**src/fan_pkg.sv**
```systemverilog
package fan_pkg;

	// Clock and timing
	localparam int CLK_HZ           = 10_000_000;
	localparam int CLK_PER_US       = CLK_HZ / 1_000_000;
	localparam int PWM_FREQ_HZ      = 250;
	localparam int DUTY_STEPS       = 15;
	localparam int PWM_SLOT_CYCLES  = CLK_HZ / (PWM_FREQ_HZ * DUTY_STEPS);
	localparam int SPIN_TICK_US     = 15625;
	localparam int SPIN_TICK_CYCLES = SPIN_TICK_US * CLK_PER_US;
	localparam int SPAN_DIVISOR     = 10;
	localparam logic [1:0] STRAP_SETTLE = 2'h3;

	// Register indexes, byte address is four times the index
	localparam logic [7:0] IDX_FAN1_STAT  = 8'h04;
	localparam logic [7:0] IDX_FAN2_STAT  = 8'h05;
	localparam logic [7:0] IDX_LOOP_STAT  = 8'h06;
	localparam logic [7:0] IDX_SPINUP     = 8'h0c;
	localparam logic [7:0] IDX_COOL_LOCAL = 8'h48;
	localparam logic [7:0] IDX_COOL_REM1  = 8'h49;
	localparam logic [7:0] IDX_COOL_REM2  = 8'h4a;
	localparam logic [7:0] IDX_MIN_FAN1   = 8'h60;
	localparam logic [7:0] IDX_MIN_FAN2   = 8'h61;
	localparam logic [7:0] IDX_ON_TEMP0   = 8'h80;
	localparam logic [7:0] IDX_MARGIN0    = 8'h88;
	localparam logic [7:0] IDX_SPAN0      = 8'h90;

	// Reset values
	localparam logic [7:0] RST_SPINUP     = 8'h03;
	localparam logic [7:0] RST_COOL_AUTO  = 8'h03;
	localparam logic [7:0] RST_COOL_OFF   = 8'h00;
	localparam logic [7:0] RST_MIN_ALARM  = 8'hf5;
	localparam logic [7:0] RST_ON_TEMP    = 8'h32;
	localparam logic [7:0] RST_MARGIN     = 8'h50;
	localparam logic [7:0] RST_SPAN       = 8'h28;

	// Field positions
	localparam int SPIN_SEL_LSB   = 0;
	localparam int SPIN_SKIP_BIT  = 3;
	localparam int MIN_CODE_LSB   = 0;
	localparam int ALARM_CODE_LSB = 4;
	localparam int MARGIN_LSB     = 4;
	localparam int STAT_SPIN_BIT  = 4;
	localparam int STAT_AUTO_BIT  = 5;
	localparam int STAT_STRAP_BIT = 3;

	// Duty codes and strap codes
	localparam logic [3:0] FULL_DUTY_CODE = 4'hf;
	localparam logic [2:0] STRAP_OFF_LOW  = 3'h0;
	localparam logic [2:0] STRAP_OFF_HIGH = 3'h7;

	// Spin-up length in ticks of 1/64 s
	function automatic logic [10:0] spin_ticks(input logic [2:0] sel);
		case (sel)
			3'h0:    spin_ticks = 11'h400;
			3'h1:    spin_ticks = 11'h200;
			3'h2:    spin_ticks = 11'h100;
			3'h3:    spin_ticks = 11'h080;
			3'h4:    spin_ticks = 11'h040;
			3'h5:    spin_ticks = 11'h010;
			3'h6:    spin_ticks = 11'h004;
			default: spin_ticks = 11'h001;
		endcase
	endfunction

endpackage

```
**src/fan_if.sv**
```systemverilog
`timescale 1ns/10ps
interface chan_if;
	logic [7:0] temp;
	logic [7:0] fan_on_temp;
	logic [7:0] span;
	logic [3:0] margin;
	logic       on;
	logic [3:0] steps;
	modport loop_mp (input temp, fan_on_temp, span, margin,
		output on, steps);
	modport ctl_mp (output temp, fan_on_temp, span, margin,
		input on, steps);
endinterface

interface fan_if;
	logic       auto_mode;
	logic       demand;
	logic       skip_spin;
	logic       override_en;
	logic [3:0] target;
	logic [3:0] manual_code;
	logic [3:0] override_code;
	logic [2:0] spin_sel;
	logic       pwm;
	logic       spinning;
	logic [3:0] code;
	modport drive_mp (input auto_mode, demand, skip_spin, override_en,
		target, manual_code, override_code, spin_sel,
		output pwm, spinning, code);
	modport ctl_mp (output auto_mode, demand, skip_spin, override_en,
		target, manual_code, override_code, spin_sel,
		input pwm, spinning, code);
endinterface

```
**src/auto_fan_speed_control.sv**
```systemverilog
// The Avalon-MM register port was left to the implementer.
`timescale 1ns/10ps
module auto_fan_speed_control
	import fan_pkg::*;
#(
	parameter int SLOT_CYCLES = PWM_SLOT_CYCLES,
	parameter int TICK_CYCLES = SPIN_TICK_CYCLES
)(
	// Clock and reset
	input  wire logic             mclk_i,
	input  wire logic             reset_i,
	// Avalon-MM slave
	input  wire logic [9:0]       address_i,
	input  wire logic             read_i,
	input  wire logic             write_i,
	input  wire logic [31:0]      writedata_i,
	input  wire logic [3:0]       byteenable_i,
	output logic      [31:0]      readdata_o,
	output logic                  waitrequest_o,
	// Temperatures: local, remote 1, remote 2
	input  wire logic [2:0][7:0]  channel_temp_i,
	// Startup strap level code, from the pin
	input  wire logic [2:0]       startup_strap_pin_i,
	// Speed events per fan
	input  wire logic [1:0]       alarm_speed_req_i,
	input  wire logic [1:0]       hotplug_speed_req_i,
	// Fan drive
	output logic      [1:0]       fan_pwm_o
);

	if (SLOT_CYCLES < 1 || TICK_CYCLES < 1) begin : g_chk
		$error("auto_fan_speed_control: cycle counts below one");
	end

	typedef struct packed {
		logic [7:0]      spinup;
		logic [2:0][7:0] cool;
		logic [1:0][7:0] min_alarm;
		logic [2:0][7:0] on_temp;
		logic [2:0][7:0] margin;
		logic [2:0][7:0] span;
		logic            ack;
		logic [31:0]     rdata;
		logic [2:0]      strap_s1;
		logic [2:0]      strap_s2;
		logic [1:0]      settle;
		logic            strap_done;
		logic            auto_strap;
	} top_state_type;

	top_state_type   st_ff;
	top_state_type   nxt_st;
	logic [7:0]      idx;
	logic            req;
	logic            wr_take;
	logic [7:0]      wbyte;
	logic [7:0]      rd_byte;
	logic [2:0]      ch_on;
	logic [2:0][3:0] ch_steps;
	logic [1:0][3:0] target;
	logic [1:0]      demand;
	logic [1:0]      auto_fan;
	logic [1:0]      fan_spin;
	logic [1:0][3:0] fan_code;
	logic [4:0]      sum;
	logic [3:0]      cand;

	assign idx     = address_i[9:2];
	assign req     = read_i | write_i;
	// Writes land on the edge that ends the wait, as the bus expects
	assign wr_take = write_i & st_ff.ack & byteenable_i[0];
	assign wbyte   = writedata_i[7:0];

	chan_if chan [3] ();
	fan_if  fan  [2] ();

	for (genvar c = 0; c < 3; c++) begin : g_ch
		assign chan[c].temp        = channel_temp_i[c];
		assign chan[c].fan_on_temp = st_ff.on_temp[c];
		assign chan[c].span        = st_ff.span[c];
		assign chan[c].margin      = st_ff.margin[c][MARGIN_LSB +: 4];
		assign ch_on[c]            = chan[c].on;
		assign ch_steps[c]         = chan[c].steps;
		temp_loop u_loop (
			.mclk_i (mclk_i),
			.reset_i(reset_i),
			.ch     (chan[c])
		);
	end

	// Each loop stands alone; the fan follows the fastest demand
	always_comb begin
		sum      = 5'h00;
		cand     = 4'h0;
		target   = '0;
		demand   = '0;
		auto_fan = '0;
		for (int f = 0; f < 2; f++) begin
			for (int c = 0; c < 3; c++) begin
				auto_fan[f] = auto_fan[f] | st_ff.cool[c][f];
				if (st_ff.cool[c][f] && ch_on[c]) begin
					demand[f] = 1'b1;
					sum = {1'b0, st_ff.min_alarm[f][MIN_CODE_LSB +: 4]}
						+ {1'b0, ch_steps[c]};
					if (sum > 5'(FULL_DUTY_CODE)) begin
						cand = FULL_DUTY_CODE;
					end else begin
						cand = sum[3:0];
					end
					if (cand > target[f]) begin
						target[f] = cand;
					end
				end
			end
		end
	end

	for (genvar f = 0; f < 2; f++) begin : g_fan
		assign fan[f].auto_mode   = auto_fan[f];
		assign fan[f].demand      = demand[f];
		assign fan[f].target      = target[f];
		assign fan[f].skip_spin   = st_ff.spinup[SPIN_SKIP_BIT];
		assign fan[f].spin_sel    = st_ff.spinup[SPIN_SEL_LSB +: 3];
		assign fan[f].manual_code =
			st_ff.min_alarm[f][MIN_CODE_LSB +: 4];
		assign fan[f].override_en =
			alarm_speed_req_i[f] | hotplug_speed_req_i[f];
		assign fan[f].override_code = alarm_speed_req_i[f]
			? st_ff.min_alarm[f][ALARM_CODE_LSB +: 4]
			: FULL_DUTY_CODE;
		assign fan_pwm_o[f] = fan[f].pwm;
		assign fan_spin[f]  = fan[f].spinning;
		assign fan_code[f]  = fan[f].code;
		fan_drive #(
			.SLOT_CYCLES(SLOT_CYCLES),
			.TICK_CYCLES(TICK_CYCLES)
		) u_drive (
			.mclk_i (mclk_i),
			.reset_i(reset_i),
			.fan    (fan[f])
		);
	end

	// Read data, unmapped indexes read as zero
	always_comb begin
		rd_byte = 8'h00;
		if (idx == IDX_FAN1_STAT) begin
			rd_byte = {2'h0, auto_fan[0], fan_spin[0], fan_code[0]};
		end else if (idx == IDX_FAN2_STAT) begin
			rd_byte = {2'h0, auto_fan[1], fan_spin[1], fan_code[1]};
		end else if (idx == IDX_LOOP_STAT) begin
			rd_byte = {4'h0, st_ff.auto_strap, ch_on};
		end else if (idx == IDX_SPINUP) begin
			rd_byte = {4'h0, st_ff.spinup[3:0]};
		end else if (idx == IDX_COOL_LOCAL) begin
			rd_byte = st_ff.cool[0];
		end else if (idx == IDX_COOL_REM1) begin
			rd_byte = st_ff.cool[1];
		end else if (idx == IDX_COOL_REM2) begin
			rd_byte = st_ff.cool[2];
		end else if (idx == IDX_MIN_FAN1) begin
			rd_byte = st_ff.min_alarm[0];
		end else if (idx == IDX_MIN_FAN2) begin
			rd_byte = st_ff.min_alarm[1];
		end else if (idx >= IDX_ON_TEMP0 && idx < IDX_ON_TEMP0 + 8'h03) begin
			rd_byte = st_ff.on_temp[2'(idx - IDX_ON_TEMP0)];
		end else if (idx >= IDX_MARGIN0 && idx < IDX_MARGIN0 + 8'h03) begin
			rd_byte = {st_ff.margin[2'(idx - IDX_MARGIN0)][7:4], 4'h0};
		end else if (idx >= IDX_SPAN0 && idx < IDX_SPAN0 + 8'h03) begin
			rd_byte = st_ff.span[2'(idx - IDX_SPAN0)];
		end
	end

	always_comb begin
		nxt_st = st_ff;
		// One wait cycle per access keeps read data registered
		nxt_st.ack = req & ~st_ff.ack;
		// Only reads refresh the data word, so it stands between reads
		if (read_i && !st_ff.ack) begin
			nxt_st.rdata = {24'h000000, rd_byte};
		end
		// The strap is caught once, after the synchroniser has filled
		nxt_st.strap_s1 = startup_strap_pin_i;
		nxt_st.strap_s2 = st_ff.strap_s1;
		if (!st_ff.strap_done) begin
			if (st_ff.settle == STRAP_SETTLE) begin
				nxt_st.strap_done = 1'b1;
				if (st_ff.strap_s2 == STRAP_OFF_LOW
					|| st_ff.strap_s2 == STRAP_OFF_HIGH) begin
					nxt_st.auto_strap = 1'b0;
					nxt_st.cool = {3{RST_COOL_OFF}};
				end else begin
					nxt_st.auto_strap = 1'b1;
					nxt_st.cool = {3{RST_COOL_AUTO}};
				end
			end else begin
				nxt_st.settle = st_ff.settle + 2'h1;
			end
		end
		if (wr_take) begin
			if (idx == IDX_SPINUP) begin
				nxt_st.spinup = {4'h0, wbyte[3:0]};
			end else if (idx == IDX_COOL_LOCAL) begin
				nxt_st.cool[0] = wbyte;
			end else if (idx == IDX_COOL_REM1) begin
				nxt_st.cool[1] = wbyte;
			end else if (idx == IDX_COOL_REM2) begin
				nxt_st.cool[2] = wbyte;
			end else if (idx == IDX_MIN_FAN1) begin
				nxt_st.min_alarm[0] = wbyte;
			end else if (idx == IDX_MIN_FAN2) begin
				nxt_st.min_alarm[1] = wbyte;
			end else if (idx >= IDX_ON_TEMP0
				&& idx < IDX_ON_TEMP0 + 8'h03) begin
				nxt_st.on_temp[2'(idx - IDX_ON_TEMP0)] = wbyte;
			end else if (idx >= IDX_MARGIN0
				&& idx < IDX_MARGIN0 + 8'h03) begin
				nxt_st.margin[2'(idx - IDX_MARGIN0)] = {wbyte[7:4], 4'h0};
			end else if (idx >= IDX_SPAN0 && idx < IDX_SPAN0 + 8'h03) begin
				nxt_st.span[2'(idx - IDX_SPAN0)] = wbyte;
			end
		end
	end

	always_ff @(posedge mclk_i) begin
		if (reset_i) begin
			st_ff.spinup     <= RST_SPINUP;
			st_ff.cool       <= {3{RST_COOL_OFF}};
			st_ff.min_alarm  <= {2{RST_MIN_ALARM}};
			st_ff.on_temp    <= {3{RST_ON_TEMP}};
			st_ff.margin     <= {3{RST_MARGIN}};
			st_ff.span       <= {3{RST_SPAN}};
			st_ff.ack        <= 1'b0;
			st_ff.rdata      <= 32'h00000000;
			st_ff.strap_s1   <= 3'h0;
			st_ff.strap_s2   <= 3'h0;
			st_ff.settle     <= 2'h0;
			st_ff.strap_done <= 1'b0;
			st_ff.auto_strap <= 1'b0;
		end else begin
			st_ff <= nxt_st;
		end
	end

	assign readdata_o    = st_ff.rdata;
	assign waitrequest_o = req & ~st_ff.ack;

endmodule

```
**src/fan_drive.sv**
```systemverilog
`timescale 1ns/10ps
module fan_drive
	import fan_pkg::*;
#(
	parameter int SLOT_CYCLES = PWM_SLOT_CYCLES,
	parameter int TICK_CYCLES = SPIN_TICK_CYCLES
)(
	// Clock and reset
	input wire logic mclk_i,
	input wire logic reset_i,
	// Fan control
	fan_if.drive_mp  fan
);

	localparam int SW = $clog2(SLOT_CYCLES + 1);
	localparam int TW = $clog2(TICK_CYCLES + 1);

	if (SLOT_CYCLES < 1 || TICK_CYCLES < 1) begin : g_chk
		$error("fan_drive: cycle counts must be at least one");
	end

	typedef struct packed {
		logic          demand_prev;
		logic          spinning;
		logic [10:0]   spin_left;
		logic [TW-1:0] tick_cnt;
		logic [SW-1:0] slot_cnt;
		logic [3:0]    phase;
		logic [3:0]    code;
		logic          pwm;
	} drive_state_type;

	drive_state_type st_ff;
	drive_state_type nxt_st;

	always_comb begin
		nxt_st = st_ff;
		nxt_st.demand_prev = fan.demand;
		if (fan.auto_mode && fan.demand && !st_ff.demand_prev
			&& !fan.skip_spin) begin
			nxt_st.spinning  = 1'b1;
			nxt_st.spin_left = spin_ticks(fan.spin_sel);
			nxt_st.tick_cnt  = '0;
		end else if (st_ff.spinning) begin
			if (!fan.demand || fan.skip_spin) begin
				nxt_st.spinning = 1'b0;
			end else if (st_ff.tick_cnt == TW'(TICK_CYCLES - 1)) begin
				nxt_st.tick_cnt  = '0;
				nxt_st.spin_left = st_ff.spin_left - 11'h001;
				if (st_ff.spin_left == 11'h001) begin
					nxt_st.spinning = 1'b0;
				end
			end else begin
				nxt_st.tick_cnt = st_ff.tick_cnt + TW'(1);
			end
		end
		// Events take over this fan only, and win over spin-up, which keeps counting
		if (fan.override_en) begin
			nxt_st.code = fan.override_code;
		end else if (!fan.auto_mode) begin
			nxt_st.code = fan.manual_code;
		end else if (!fan.demand) begin
			nxt_st.code = 4'h0;
		end else if (st_ff.spinning) begin
			nxt_st.code = FULL_DUTY_CODE;
		end else begin
			nxt_st.code = fan.target;
		end
		if (st_ff.slot_cnt == SW'(SLOT_CYCLES - 1)) begin
			nxt_st.slot_cnt = '0;
			if (st_ff.phase == 4'(DUTY_STEPS - 1)) begin
				nxt_st.phase = 4'h0;
			end else begin
				nxt_st.phase = st_ff.phase + 4'h1;
			end
		end else begin
			nxt_st.slot_cnt = st_ff.slot_cnt + SW'(1);
		end
		// Fifteen slots per period give a duty of code/15
		nxt_st.pwm = (st_ff.phase < st_ff.code);
	end

	always_ff @(posedge mclk_i) begin
		if (reset_i) begin
			st_ff <= '0;
		end else begin
			st_ff <= nxt_st;
		end
	end

	assign fan.pwm      = st_ff.pwm;
	assign fan.spinning = st_ff.spinning;
	assign fan.code     = st_ff.code;

endmodule

```
**src/temp_loop.sv**
```systemverilog
`timescale 1ns/10ps
module temp_loop
	import fan_pkg::*;
(
	// Clock and reset
	input wire logic mclk_i,
	input wire logic reset_i,
	// Channel
	chan_if.loop_mp  ch
);

	typedef struct packed {
		logic       on;
		logic [3:0] steps;
	} loop_state_type;

	loop_state_type st_ff;
	loop_state_type nxt_st;
	logic [8:0]     rise;
	logic [12:0]    scaled;
	logic [12:0]    quot;

	always_comb begin
		nxt_st = st_ff;
		rise   = {1'b0, ch.temp} - {1'b0, ch.fan_on_temp};
		scaled = 13'(rise[7:0]) * 13'(SPAN_DIVISOR);
		// Zero span would divide by zero, treat it as a step to full speed
		if (ch.span == 8'h00) begin
			quot = 13'(FULL_DUTY_CODE);
		end else begin
			quot = scaled / 13'(ch.span);
		end
		if (!st_ff.on && ch.temp > ch.fan_on_temp) begin
			nxt_st.on = 1'b1;
		end else if (st_ff.on && ({1'b0, ch.temp} + {5'h00, ch.margin}
			< {1'b0, ch.fan_on_temp})) begin
			nxt_st.on = 1'b0;
		end
		if (ch.temp <= ch.fan_on_temp) begin
			nxt_st.steps = 4'h0;
		end else if (quot > 13'(FULL_DUTY_CODE)) begin
			nxt_st.steps = FULL_DUTY_CODE;
		end else begin
			nxt_st.steps = quot[3:0];
		end
	end

	always_ff @(posedge mclk_i) begin
		if (reset_i) begin
			st_ff <= '0;
		end else begin
			st_ff <= nxt_st;
		end
	end

	assign ch.on    = st_ff.on;
	assign ch.steps = st_ff.steps;

endmodule
```
**config.mk**
```make
export PLATFORM = sky130hd
export DESIGN_NAME = auto_fan_speed_control
export DESIGN_NICKNAME = d
export VERILOG_FILES = /design/src/fan_pkg.sv /design/src/fan_if.sv /design/src/auto_fan_speed_control.sv /design/src/fan_drive.sv /design/src/temp_loop.sv
export SDC_FILE = /design/constraint.sdc
export NUM_CORES = 1
export LEC_CHECK = 0
export BUFFER_PORTS_ARGS = -buffer_cell sky130_fd_sc_hd__buf_2
export CELL_PAD_IN_SITES_DETAIL_PLACEMENT = 1
export CELL_PAD_IN_SITES_GLOBAL_PLACEMENT = 1
export CORE_MARGIN = 1
export CORE_UTILIZATION = 48
export DETAILED_ROUTE_END_ITERATION = 10
export PLACE_DENSITY = 0.86
export RECOVER_POWER = 25
export SLEW_MARGIN = 10
export SYNTH_ARGS = -nofsm -noshare
export SYNTH_HDL_FRONTEND = slang
export SYNTH_SLANG_ARGS = --single-unit
```
**constraint.sdc**
```tcl
create_clock -name mclk_i -period 40.5 [get_ports mclk_i]
set_clock_uncertainty 0.15 [all_clocks]
set_input_delay 12.15 -clock mclk_i [delete_from_list [all_inputs] [get_ports mclk_i]]
set_output_delay 12.15 -clock mclk_i [all_outputs]
set_load 0.05 [all_outputs]
```
### Word-level counts from Yosys, hierarchy flattened

Cells that the tools add are included.

| operators by class | value |
|---|---|
| add/subtract/negate cells | 24 |
| $mul | 3 |
| divide/modulo/power cells | 3 |
| order comparisons | 38 |
| equality and inequality tests | 27 |
| muxes and demuxes | 122 |
| bitwise logic cells | 23 |
| reductions and logical operators | 68 |

Operators with widths:

| kind | number |
|---|---|
| two-way mux 88 bit | 3 |
| two-way mux 112 bit | 2 |
| two-way mux 8 bit | 25 |
| two-way mux 4 bit | 39 |
| two-way mux 24 bit | 6 |
| two-way mux 72 bit | 2 |
| two-way mux 30 bit | 4 |
| one-hot mux 11 bit (7 select lines) | 1 |
| bitwise mux 24 bit | 3 |
| two-way mux 29 bit | 2 |
| two-way mux 18 bit | 3 |
| binary-select mux 8 bit (select 2 bit) | 3 |
| demux 8 bit (select 2 bit) | 3 |
| two-way mux 48 bit | 1 |
| == test 8 x 7 -> 1 bit, second input constant | 5 |
| divider 12 x 8 -> 13 bit | 3 |
| greater-than comparator 13 x 4 -> 1 bit, second input constant | 3 |
| two-way mux 13 bit | 3 |
| adder 18 x 1 -> 18 bit, second input constant | 2 |
| == test 18 bit, second input constant | 2 |
| multiplier 8 x 3 -> 11 bit, second input constant | 3 |
| adder 4 x 4 -> 5 bit | 6 |
| greater-than comparator 5 x 4 -> 1 bit, second input constant | 6 |
| adder 8 x 4 -> 9 bit | 3 |
| 47 further kinds | 175 |

| storage, ports and cells | value |
|---|---|
| flip-flop bits (word level) | 254 |
| bits of input ports | 81 |
| output and inout bits | 35 |
| word-level logic and storage cells | 352 |

### Longest topological paths before layout

Gate-level depths: netlist (run 1).

| depth | value |
|---|---|
| depth after elaboration | 17 |
| mapped depth | 132 |
| depth with buffers taken out | 124 |

### Modules after synthesis

A second synthesis (run 1) with hierarchy kept.

| unflattened totals | value |
|---|---|
| cell total of the unflattened synthesis | 3,539 |
| area, all modules | 28,768.8 sq um |

By module, submodules not included:

| module | instances | cells an instance | area an instance (sq um) | sequential area each (sq um) |
|---|---|---|---|---|
| auto_fan_speed_control | 1 | 918 | 7,816.2 | 2,462.4 |
| fan_drive | 2 | 303 | 2,751.4 | 1,041.0 |
| temp_loop at g_ch[0].u_loop | 1 | 695 | 5,190.0 | 100.1 |
| temp_loop at g_ch[1].u_loop | 1 | 660 | 5,178.7 | 100.1 |
| temp_loop at g_ch[2].u_loop | 1 | 660 | 5,081.1 | 100.1 |

### Least setup slack after synthesis (run 1)

OpenSTA, ideal clock, no wires.

| timing path | value |
|---|---|
| path type | in2reg |
| start point | in channel_temp_i[0] (netlist name) |
| end point | reg g_ch[0].u_loop.st_ff, in the netlist g_ch[0].u_loop.ch.steps[0] |
| library setup time | 0.134 ns |
| arrival | 35.664 ns |
| required time | 40.216 ns |
| setup slack | 4.552 ns |
| stages | 123 |
| buffers on the path | 7 |
| path through | inv_1 > ha_1 > inv_1 > fa_1 > a21o_1 > a21oi_1 > o21bai_1 > a21oi_1 > xnor2_1 > ha_1 > ha_1 > inv_1 > o21ai_0 > a21oi_1 > a31oi_1 > ha_1 > o21a_1 > o2111ai_1 > [87 not listed] > a21oi_1 > nor4bb_1 > buf_2 > mux2i_1 > ha_1 > a21oi_1 > nor2b_1 > o21ai_0 > nand2b_1 > a21oi_1 > nor2b_1 > o21ai_0 > nand2b_1 > a21oi_1 > nand2_1 > a211oi_1 > a41o_1 > a31oi_1 |

| between the ends | value |
|---|---|
| cells in the longest elaborated chain, start to end | 6 |
| elaborated cells between the ends (all ways) | 8 |
| classes of those cells | 1 x add/sub; 1 x mul; 1 x div; 2 x order compare; 2 x mux; 1 x reduce/logical |

RTL lines:

| item | line | source |
|---|---|---|
| from (decl) | auto_fan_speed_control.sv:21 | `input wire logic [2:0][7:0] channel_temp_i,` |
| subtractor 8 bit | temp_loop.sv:25 | `rise = {1'b0, ch.temp} - {1'b0, ch.fan_on_temp};` |
| multiplier 8 x 3 -> 11 bit | temp_loop.sv:26 | `scaled = 13'(rise[7:0]) * 13'(SPAN_DIVISOR);` |
| divider 12 x 8 -> 13 bit | temp_loop.sv:31 | `quot = scaled / 13'(ch.span);` |
| two-way mux 13 bit | temp_loop.sv:28 | `if (ch.span == 8'h00) begin` |
| greater-than comparator 13 x 4 -> 1 bit | temp_loop.sv:41 | `end else if (quot > 13'(FULL_DUTY_CODE)) begin` |
| two-way mux 4 bit | temp_loop.sv:41 |  |
| to (signal assigned) | temp_loop.sv:52 | `st_ff <= nxt_st;` |
| to (decl) | temp_loop.sv:17 | `loop_state_type st_ff;` |

Parallel ways exist; a longest one is shown, timed or not.
A chain may end at the register's enable or synchronous reset.

### Worst setup path after layout (run 1)

| timing path | value |
|---|---|
| start point | in channel_temp_i[16] (netlist name) |
| end point | reg g_ch[2].u_loop.st_ff, in the netlist g_ch[2].u_loop.ch.steps[0] |

| between the ends | value |
|---|---|
| cells in the longest elaborated chain, start to end | 6 |
| elaborated cells between the ends (all ways) | 8 |
| classes of those cells | 1 x add/sub; 1 x mul; 1 x div; 2 x order compare; 2 x mux; 1 x reduce/logical |

RTL lines:

| item | line |
|---|---|
| subtractor 8 bit | temp_loop.sv:25 |
| multiplier 8 x 3 -> 11 bit | temp_loop.sv:26 |
| divider 12 x 8 -> 13 bit | temp_loop.sv:31 |
| two-way mux 13 bit | temp_loop.sv:28 |
| greater-than comparator 13 x 4 -> 1 bit | temp_loop.sv:41 |
| two-way mux 4 bit | temp_loop.sv:41 |
| to (signal assigned) | temp_loop.sv:52 |
| to (decl) | temp_loop.sv:17 |

Parallel ways exist; a longest one is shown, timed or not.

==> parameters.txt, run 1 <==
Parameter                              Value

Placed design
  Cell total after placement    around 4,200
  Placed wire-length estimate    approximately 65 mm
  Count of input and output buffers    62
  Cell area reported after detailed placement    27,800 µm²
  GPL Wtd Cong    roughly 0.9

Final layout
  Number of fill cells in the layout    7,027
  Nets@finish    3,977
  Area delta synth->final    6.01%
  Layout cells sized above 1    0.0651
  Area used by multi-input combinational logic    21,000 µm²
  Final standard cell count with taps included and fillers excluded    4,265
  Design Area, Final    28,600 µm²
  Area of all sequential standard cells    roughly 4800 µm²
  Share of the core filled with cells    0.518

Drt
  Number of vias in the routed layout    26,125
  Number of vias per cell after detailed routing    ~6.1
  Routed Wire Length    83.8 mm
  Initial DRC Count    1,475
  Routed length per instance    about 20 µm
  Remaining antenna violation count after routing    0
  TritonRoute pass-1 iters    5
  Number of DRC violations after detailed routing    0

CTS
  Maximum root-to-sink buffer count    3
  Clock buffers created by TritonCTS    25
  H-tree Lvls    1
  Clock tree root driver cell    sky130_fd_sc_hd__clkbuf_16
  Clock network latency to the later pin of the worst-skew pair    0.56 ns
  Number of sinks driven by the clock tree    242
  Clock slew at reported path FFs    about 0.060 ns
  CTS tree    built

Worst setup path
  Reg2reg end    g_ch[0].u_loop.ch.steps[0]$_SDFF_PP0_
  Register-to-Register Setup Slack    13.43 ns
  Max FO, Critical Path    17
  Count of cells along the worst register-to-register path    121
  Critical Path Sink Type    register
  WP data required    40.74 ns
  Slowest cell on the critical path    sky130_fd_sc_hd__nor4_4
  Largest stage delay on the critical path    0.60 ns
  Crit path arrival time    38.58 ns
  Startpoint types    input pin
  Most frequent CP cell    sky130_fd_sc_hd__o21a_1
  Setup Crit Path Kind    in2reg

Synthesis
  Yosys warning count    0
  Fraction of registers with async set or reset after synthesis    0
  Main synth FF type    sky130_fd_sc_hd__dfxtp_1
  Biggest area contributors in the synthesized netlist    sky130_fd_sc_hd__dfxtp_1 (18%), sky130_fd_sc_hd__ha_1 (18%), sky130_fd_sc_hd__nor2_1 (5.1%)
  Total of flip-flops plus latches after synthesis    242
  Sequential-to-total area share from yosys stat    0.179
  Post-Synthesis Cells    3,506
  Combinational family with the most area after synthesis    compound AO/OA/AOI/OAI gates
  Adder-cell area share of the yosys netlist    0.189
  Share of synthesized cell area in and, or, nand and nor gates    0.226
  Xor-xnor portion of the synthesized cell area    0.0625
  Library cell with the largest summed area after synthesis    sky130_fd_sc_hd__dfxtp_1
  List of most frequent post-synthesis cells    sky130_fd_sc_hd__ha_1 (383), sky130_fd_sc_hd__nor2_1 (366), sky130_fd_sc_hd__a21oi_1 (266), sky130_fd_sc_hd__nand2_1 (258), sky130_fd_sc_hd__dfxtp_1 (242)
  Count of flip-flops with a built-in enable after synthesis    0
  Complex-gate fraction of the synthesized area    0.235
  Synthesized area per cell    7.70 µm²
  Unique cell type count in the Yosys netlist    93
  Multiplexer area fraction after synthesis    0.0606
  Most numerous cell in the Yosys netlist    sky130_fd_sc_hd__ha_1
  Fraction of post-synthesis cell area in the top cell type by area    0.179
  Synth Cell Area    between 20,000 and 30,000 µm²

Global routing
  Global routing usage summed across all routing layers    0.287
  Overall overflow remaining after global route    0
  Initial antenna violation count    3
  Pin count of the biggest net entering global routing    82
  Global-route wire length before repair    136 mm
  Vias in the first global route    26,856

Floorplan
  Ports    116
  DIE AREA    57,200 µm²
  Initial Utilization    0.488
  Site row count    86
  Floorplan die height    239 µm
  Core area    about 55,000 µm²
  Chip width    239 µm

STA
  Final period utilization    0.947
  Tightest slew margin relative to the limit    -1.43
  Fmax achieved    26.1 MHz
  Min cycle time layout    38.34 ns
  Slew at the pin closest to its max-slew limit    roughly 3.6 ns
  Sum of negative setup slack    0 ns
  Count of endpoints failing setup in the final report    0
  Total count of max-transition violations in the final report    186
  Hold violation total from the final report    0

Hold path
  Worst hold path endpoint    st_ff[5]$_SDFF_PP0_
  Min-Delay Startpoint    nxt_st[5]$_SDFF_PP0_
  Number of cells on the worst hold path    1
  Path category of the worst min-delay check    reg2reg

Run status
  Failing checks    max-capacitance violations, max-slew violations
  Status    complete, but fails checks

Job
  Max-cap violations    3
[per-layer routing]
metal	GRT usage	part of all wire	vias up
li1	-	-	12711
met1	0.359	0.45	12752
met2	0.518	0.49	478
met3	0.0226	0.035	180
met4	0.0923	0.032	4
met5	0	0.00030	-
[how the worst max path moves through the flow]
stage	end	startpoint	slack [ns]
finish	g_ch[2].u_loop.ch.steps[0]$_SDFF_PP0_	channel_temp_i[16]	2.16
global route	g_ch[2].u_loop.ch.steps[0]$_SDFF_PP0_	channel_temp_i[16]	-0.01
CTS	g_ch[0].u_loop.ch.steps[0]$_SDFF_PP0_	channel_temp_i[0]	1.33
detailed placement	g_ch[0].u_loop.ch.steps[0]$_SDFF_PP0_	channel_temp_i[0]	0.89
global placement	g_ch[0].u_loop.ch.steps[0]$_SDFF_PP0_	channel_temp_i[0]	1.36
floorplan	g_ch[0].u_loop.ch.steps[0]$_SDFF_PP0_	channel_temp_i[0]	4.55
[what timing repair did]
action | CTS | global route
buffers inserted | 0 | 4
hold buffers | 0 | 0
resized for setup | 0 | 8
endpoints found under the setup margin | 0 | 2
[critical path: cells and delay by family]
kind | cells | cell delay (ns)
AOI/OAI and AO/OA | 59 | 13.49
and+or+nand+nor | 29 | 5.91
adders and majority gates | 16 | 4.81
muxes | 5 | 1.65
buffers and inverters | 4 | 0.32
xor gates and xnor gates | 1 | 0.19
[cells in the final DEF (no fill, tap or decap), types with 21 or more instances in the layout]
cell type                   netlist  layout
sky130_fd_sc_hd__and2_1          21      21
sky130_fd_sc_hd__nand4_1         39      39
sky130_fd_sc_hd__o211ai_1        28      28
sky130_fd_sc_hd__nand3b_1        24      24
sky130_fd_sc_hd__buf_2            3      61
sky130_fd_sc_hd__and3_1          48      48
sky130_fd_sc_hd__nor2b_1         83      83
sky130_fd_sc_hd__o21a_1         136     136
sky130_fd_sc_hd__nor2_1         366     366
sky130_fd_sc_hd__a31oi_1         29      29
sky130_fd_sc_hd__mux2_2          64      64
sky130_fd_sc_hd__a211o_1         30      30
sky130_fd_sc_hd__o22ai_1         24      24
sky130_fd_sc_hd__a21oi_1        266     265
sky130_fd_sc_hd__a211oi_1        28      28
sky130_fd_sc_hd__or3_1           33      33
sky130_fd_sc_hd__mux2i_1         90      90
sky130_fd_sc_hd__o31ai_1         22      22
sky130_fd_sc_hd__nor3_1         140     140
sky130_fd_sc_hd__xnor2_1        106     106
sky130_fd_sc_hd__nand3_1         93      92
sky130_fd_sc_hd__ha_1           383     383
sky130_fd_sc_hd__xor2_1          84      84
sky130_fd_sc_hd__conb_1           1      27
sky130_fd_sc_hd__dfxtp_1        242     242
sky130_fd_sc_hd__clkbuf_16        0      25
sky130_fd_sc_hd__a21o_1          69      69
sky130_fd_sc_hd__o21ai_0        188     186
sky130_fd_sc_hd__nand2_1        258     257
sky130_fd_sc_hd__inv_1          156     156
sky130_fd_sc_hd__nand2b_1        52      52
[area by class of cell]
type | instances | area share
Multi-Input combinational cell | 2990 | 0.734
Sequential cell | 242 | 0.169
Tap cell | 748 | 0.0327
Clock buffer | 31 | 0.0233
Inverter | 156 | 0.0205
Timing Repair Buffer | 83 | 0.0160
Clock inverter | 14 | 0.00420
Antenna cell | 1 | 0.0000874
[through the flow]
step / worst slack [ns] / hold WS (ns)
floorplan: 4.55 / 0.264
global placement: 1.36 / 0.273
detailed placement: 0.891 / 0.287
CTS: 1.33 / 0.302
global route: -0.00962 / 0.314
finish: 2.16 / 0.296
[kinds of logic (layout without fill, tap and decap cells)]
group           after synthesis  count (layout)
buf+inv                     300             284
mux                         155             155
simple gates               1244            1244
flops                       242             242
other cells                   1              28
xor+xnor                    191             191
fa+ha+maj                   398             398
compound gates              975             975
Power of run 1 is left out: the tool's default activity adds up to more than one toggle a clock period on the data nets, which glitch-free logic cannot reach.
==> inputs of run 2 (changes only) <==
GPL_TIMING_DRIVEN = 0   (was default)
RECOVER_POWER = 100   (was 25)
==> run 2 against run 1 <==
  * The run now ends clean
  * Non-clock buffer count rose by 142
  * Final area increased by 2.9%
  * Flip-flop and latch count is the same
  * Sequential share of layout area is 0.48 points lower
  * Worst hold slack better by 0.015 ns
  * Critical endpoint is now g_ch[0].u_loop.ch.steps[0]$_SDFF_PP0_
==> parameters.txt, run 2 (same netlist as run 1, synthesis figures left out) <==
Parameter                              Value

STA
  Final period utilization    0.956
  Fmax achieved    between 20 and 30 MHz
  Tightest slew margin relative to the limit    0.186
  Slew at the pin closest to its max-slew limit    1.21 ns
  Total count of max-transition violations in the final report    0
  Hold violation total from the final report    0
  Min cycle time layout    38.71 ns
  Count of endpoints failing setup in the final report    0

Floorplan
  Ports    ~120
  Initial Utilization    0.488
  Chip width    239 µm
  Floorplan die height    between 200 and 250 µm
  DIE AREA    around 57,000 µm²
  Core area    55,300 µm²
  Site row count    86

Drt
  Remaining antenna violation count after routing    0
  Routed length per instance    20.6 µm
  Number of vias in the routed layout    around 27,000
  M1 WL    39.1 mm
  Top Layer Used    met4
  Routed Wire Length    around 90 mm
  Number of DRC violations after detailed routing    0
  TritonRoute pass-1 iters    5
  Initial DRC Count    between 1,500 and 2,000
  Met3 routed WL    4.48 mm
  Met2 Routed Length    43.5 mm
  Number of vias per cell after detailed routing    ~6.2

Worst setup path
  Crit path buffers/inverters    10
  Max FO, Critical Path    11
  Crit path arrival time    just under 40 ns
  Slowest cell on the critical path    sky130_fd_sc_hd__or4_1
  Critical Path Sink Type    register
  Register-to-Register Setup Slack    13.15 ns
  Most frequent CP cell    sky130_fd_sc_hd__o21a_1
  Largest stage delay on the critical path    between 0.5 and 0.6 ns
  Setup Crit Path Kind    in2reg
  WP data required    slightly above 40 ns
  Top delay family on crit path    compound AO/OA/AOI/OAI gates
  Startpoint types    input pin

Placed design
  GPL Wtd Cong    0.988
  Cell area reported after detailed placement    around 28,000 µm²
  Count of input and output buffers    slightly below 60
  Placed wire-length estimate    slightly below 70 mm

Global routing
  Global routing usage summed across all routing layers    0.309
  Pin count of the biggest net entering global routing    15
  Vias in the first global route    ~28,000
  Overall overflow remaining after global route    0
  Global-route wire length before repair    145 mm
  Initial antenna violation count    1

Final layout
  Area used by multi-input combinational logic    21,100 µm²
  Nets@finish    4,121
  Design Area, Final    29,500 µm²
  Area delta synth->final    9.14%
  Area of all sequential standard cells    4840 µm²
  Most frequent standard cell in the layout excluding fill and tap cells    sky130_fd_sc_hd__ha_1
  Most frequent cells in the layout    sky130_fd_sc_hd__ha_1 (383), sky130_fd_sc_hd__nor2_1 (366), sky130_fd_sc_hd__a21oi_1 (264)
  Layout cells sized above 1    0.0743
  Number of fill cells in the layout    approximately 7,000

CTS
  H-tree Lvls    1
  Maximum root-to-sink buffer count    3
  Clock tree root driver cell    sky130_fd_sc_hd__clkbuf_16
  Clock slew at reported path FFs    approximately 0.06 ns
  Clock network latency to the later pin of the worst-skew pair    0.56 ns
  Number of sinks driven by the clock tree    242
  CTS tree    built
  Clock buffers created by TritonCTS    27
  Count of hold buffers inserted by post-cts repair    0

Run status
  Status    complete, no violations

Hold path
  Path category of the worst min-delay check    reg2reg

Job
  Max-cap violations    0
[run 2: routing by layer]
layer | up-vias | GRT usage
met1 | 13298 | 0.389
li1 | 13034 | -
met4 | 0 | 0.120
met5 | - | 0
met2 | 762 | 0.543
met3 | 236 | 0.0285
[run 2: what timing repair did]
action                     in CTS  in global routing
resized for setup               1                 26
gates cloned                    0                  0
setup buffers                   0                 26
setup endpoints to repair       1                  4
pin swaps                       0                  6
[run 2: layout make-up]
cell class	count	area share
clock buffers	38	0.0253
clock inverters	9	0.00480
repair buffers	84	0.0158
diodes	2	0.000170
multi-input cells	2990	0.714
plain buffers	141	0.0235
flip-flops and latches	242	0.164
well taps	748	0.0318
inverters	156	0.0199
[run 2: path summary, 6_finish.rpt]
path,start,to,depth (start not counted)
setup reg to reg,register,g_ch[2].u_loop.ch.steps[0]$_SDFF_PP0_,116
hold / removal,register,register,1
hold reg to reg,register,register,1
setup / recovery,channel_temp_i[0],g_ch[0].u_loop.ch.steps[0]$_SDFF_PP0_,125
[run 2: metrics by stage]
step | TNS [ns] | cells | hold WS (ns) | worst slack (ns) | util
2_1_floorplan | 0 | 3532 | 0.264 | 4.55 | -
3_3_place_gp | 0 | 4338 | 0.269 | 0.325 | 0.512
3_5_place_dp | -0.652 | 4338 | 0.287 | -0.652 | 0.512
4_1_cts | 0 | 4384 | 0.314 | 0.141 | 0.528
5_1_grt | -0.392 | 4409 | 0.330 | -0.392 | 0.533
6_report | 0 | 4410 | 0.311 | 1.79 | 0.533
[run 2: worst reg2reg max path: cells and delay by family, from the launching register on]
family | cells | cell delay [ns]
adders and majority gates | 16 | 5.00
buffers and inverters | 7 | 1.71
AOI/OAI and AO/OA | 60 | 13.48
and+or+nand+nor | 28 | 5.01
muxes | 4 | 1.25
DFF | 1 | 0.42
xor gates and xnor gates | 1 | 0.19
Power of run 2 is left out for the same reason.
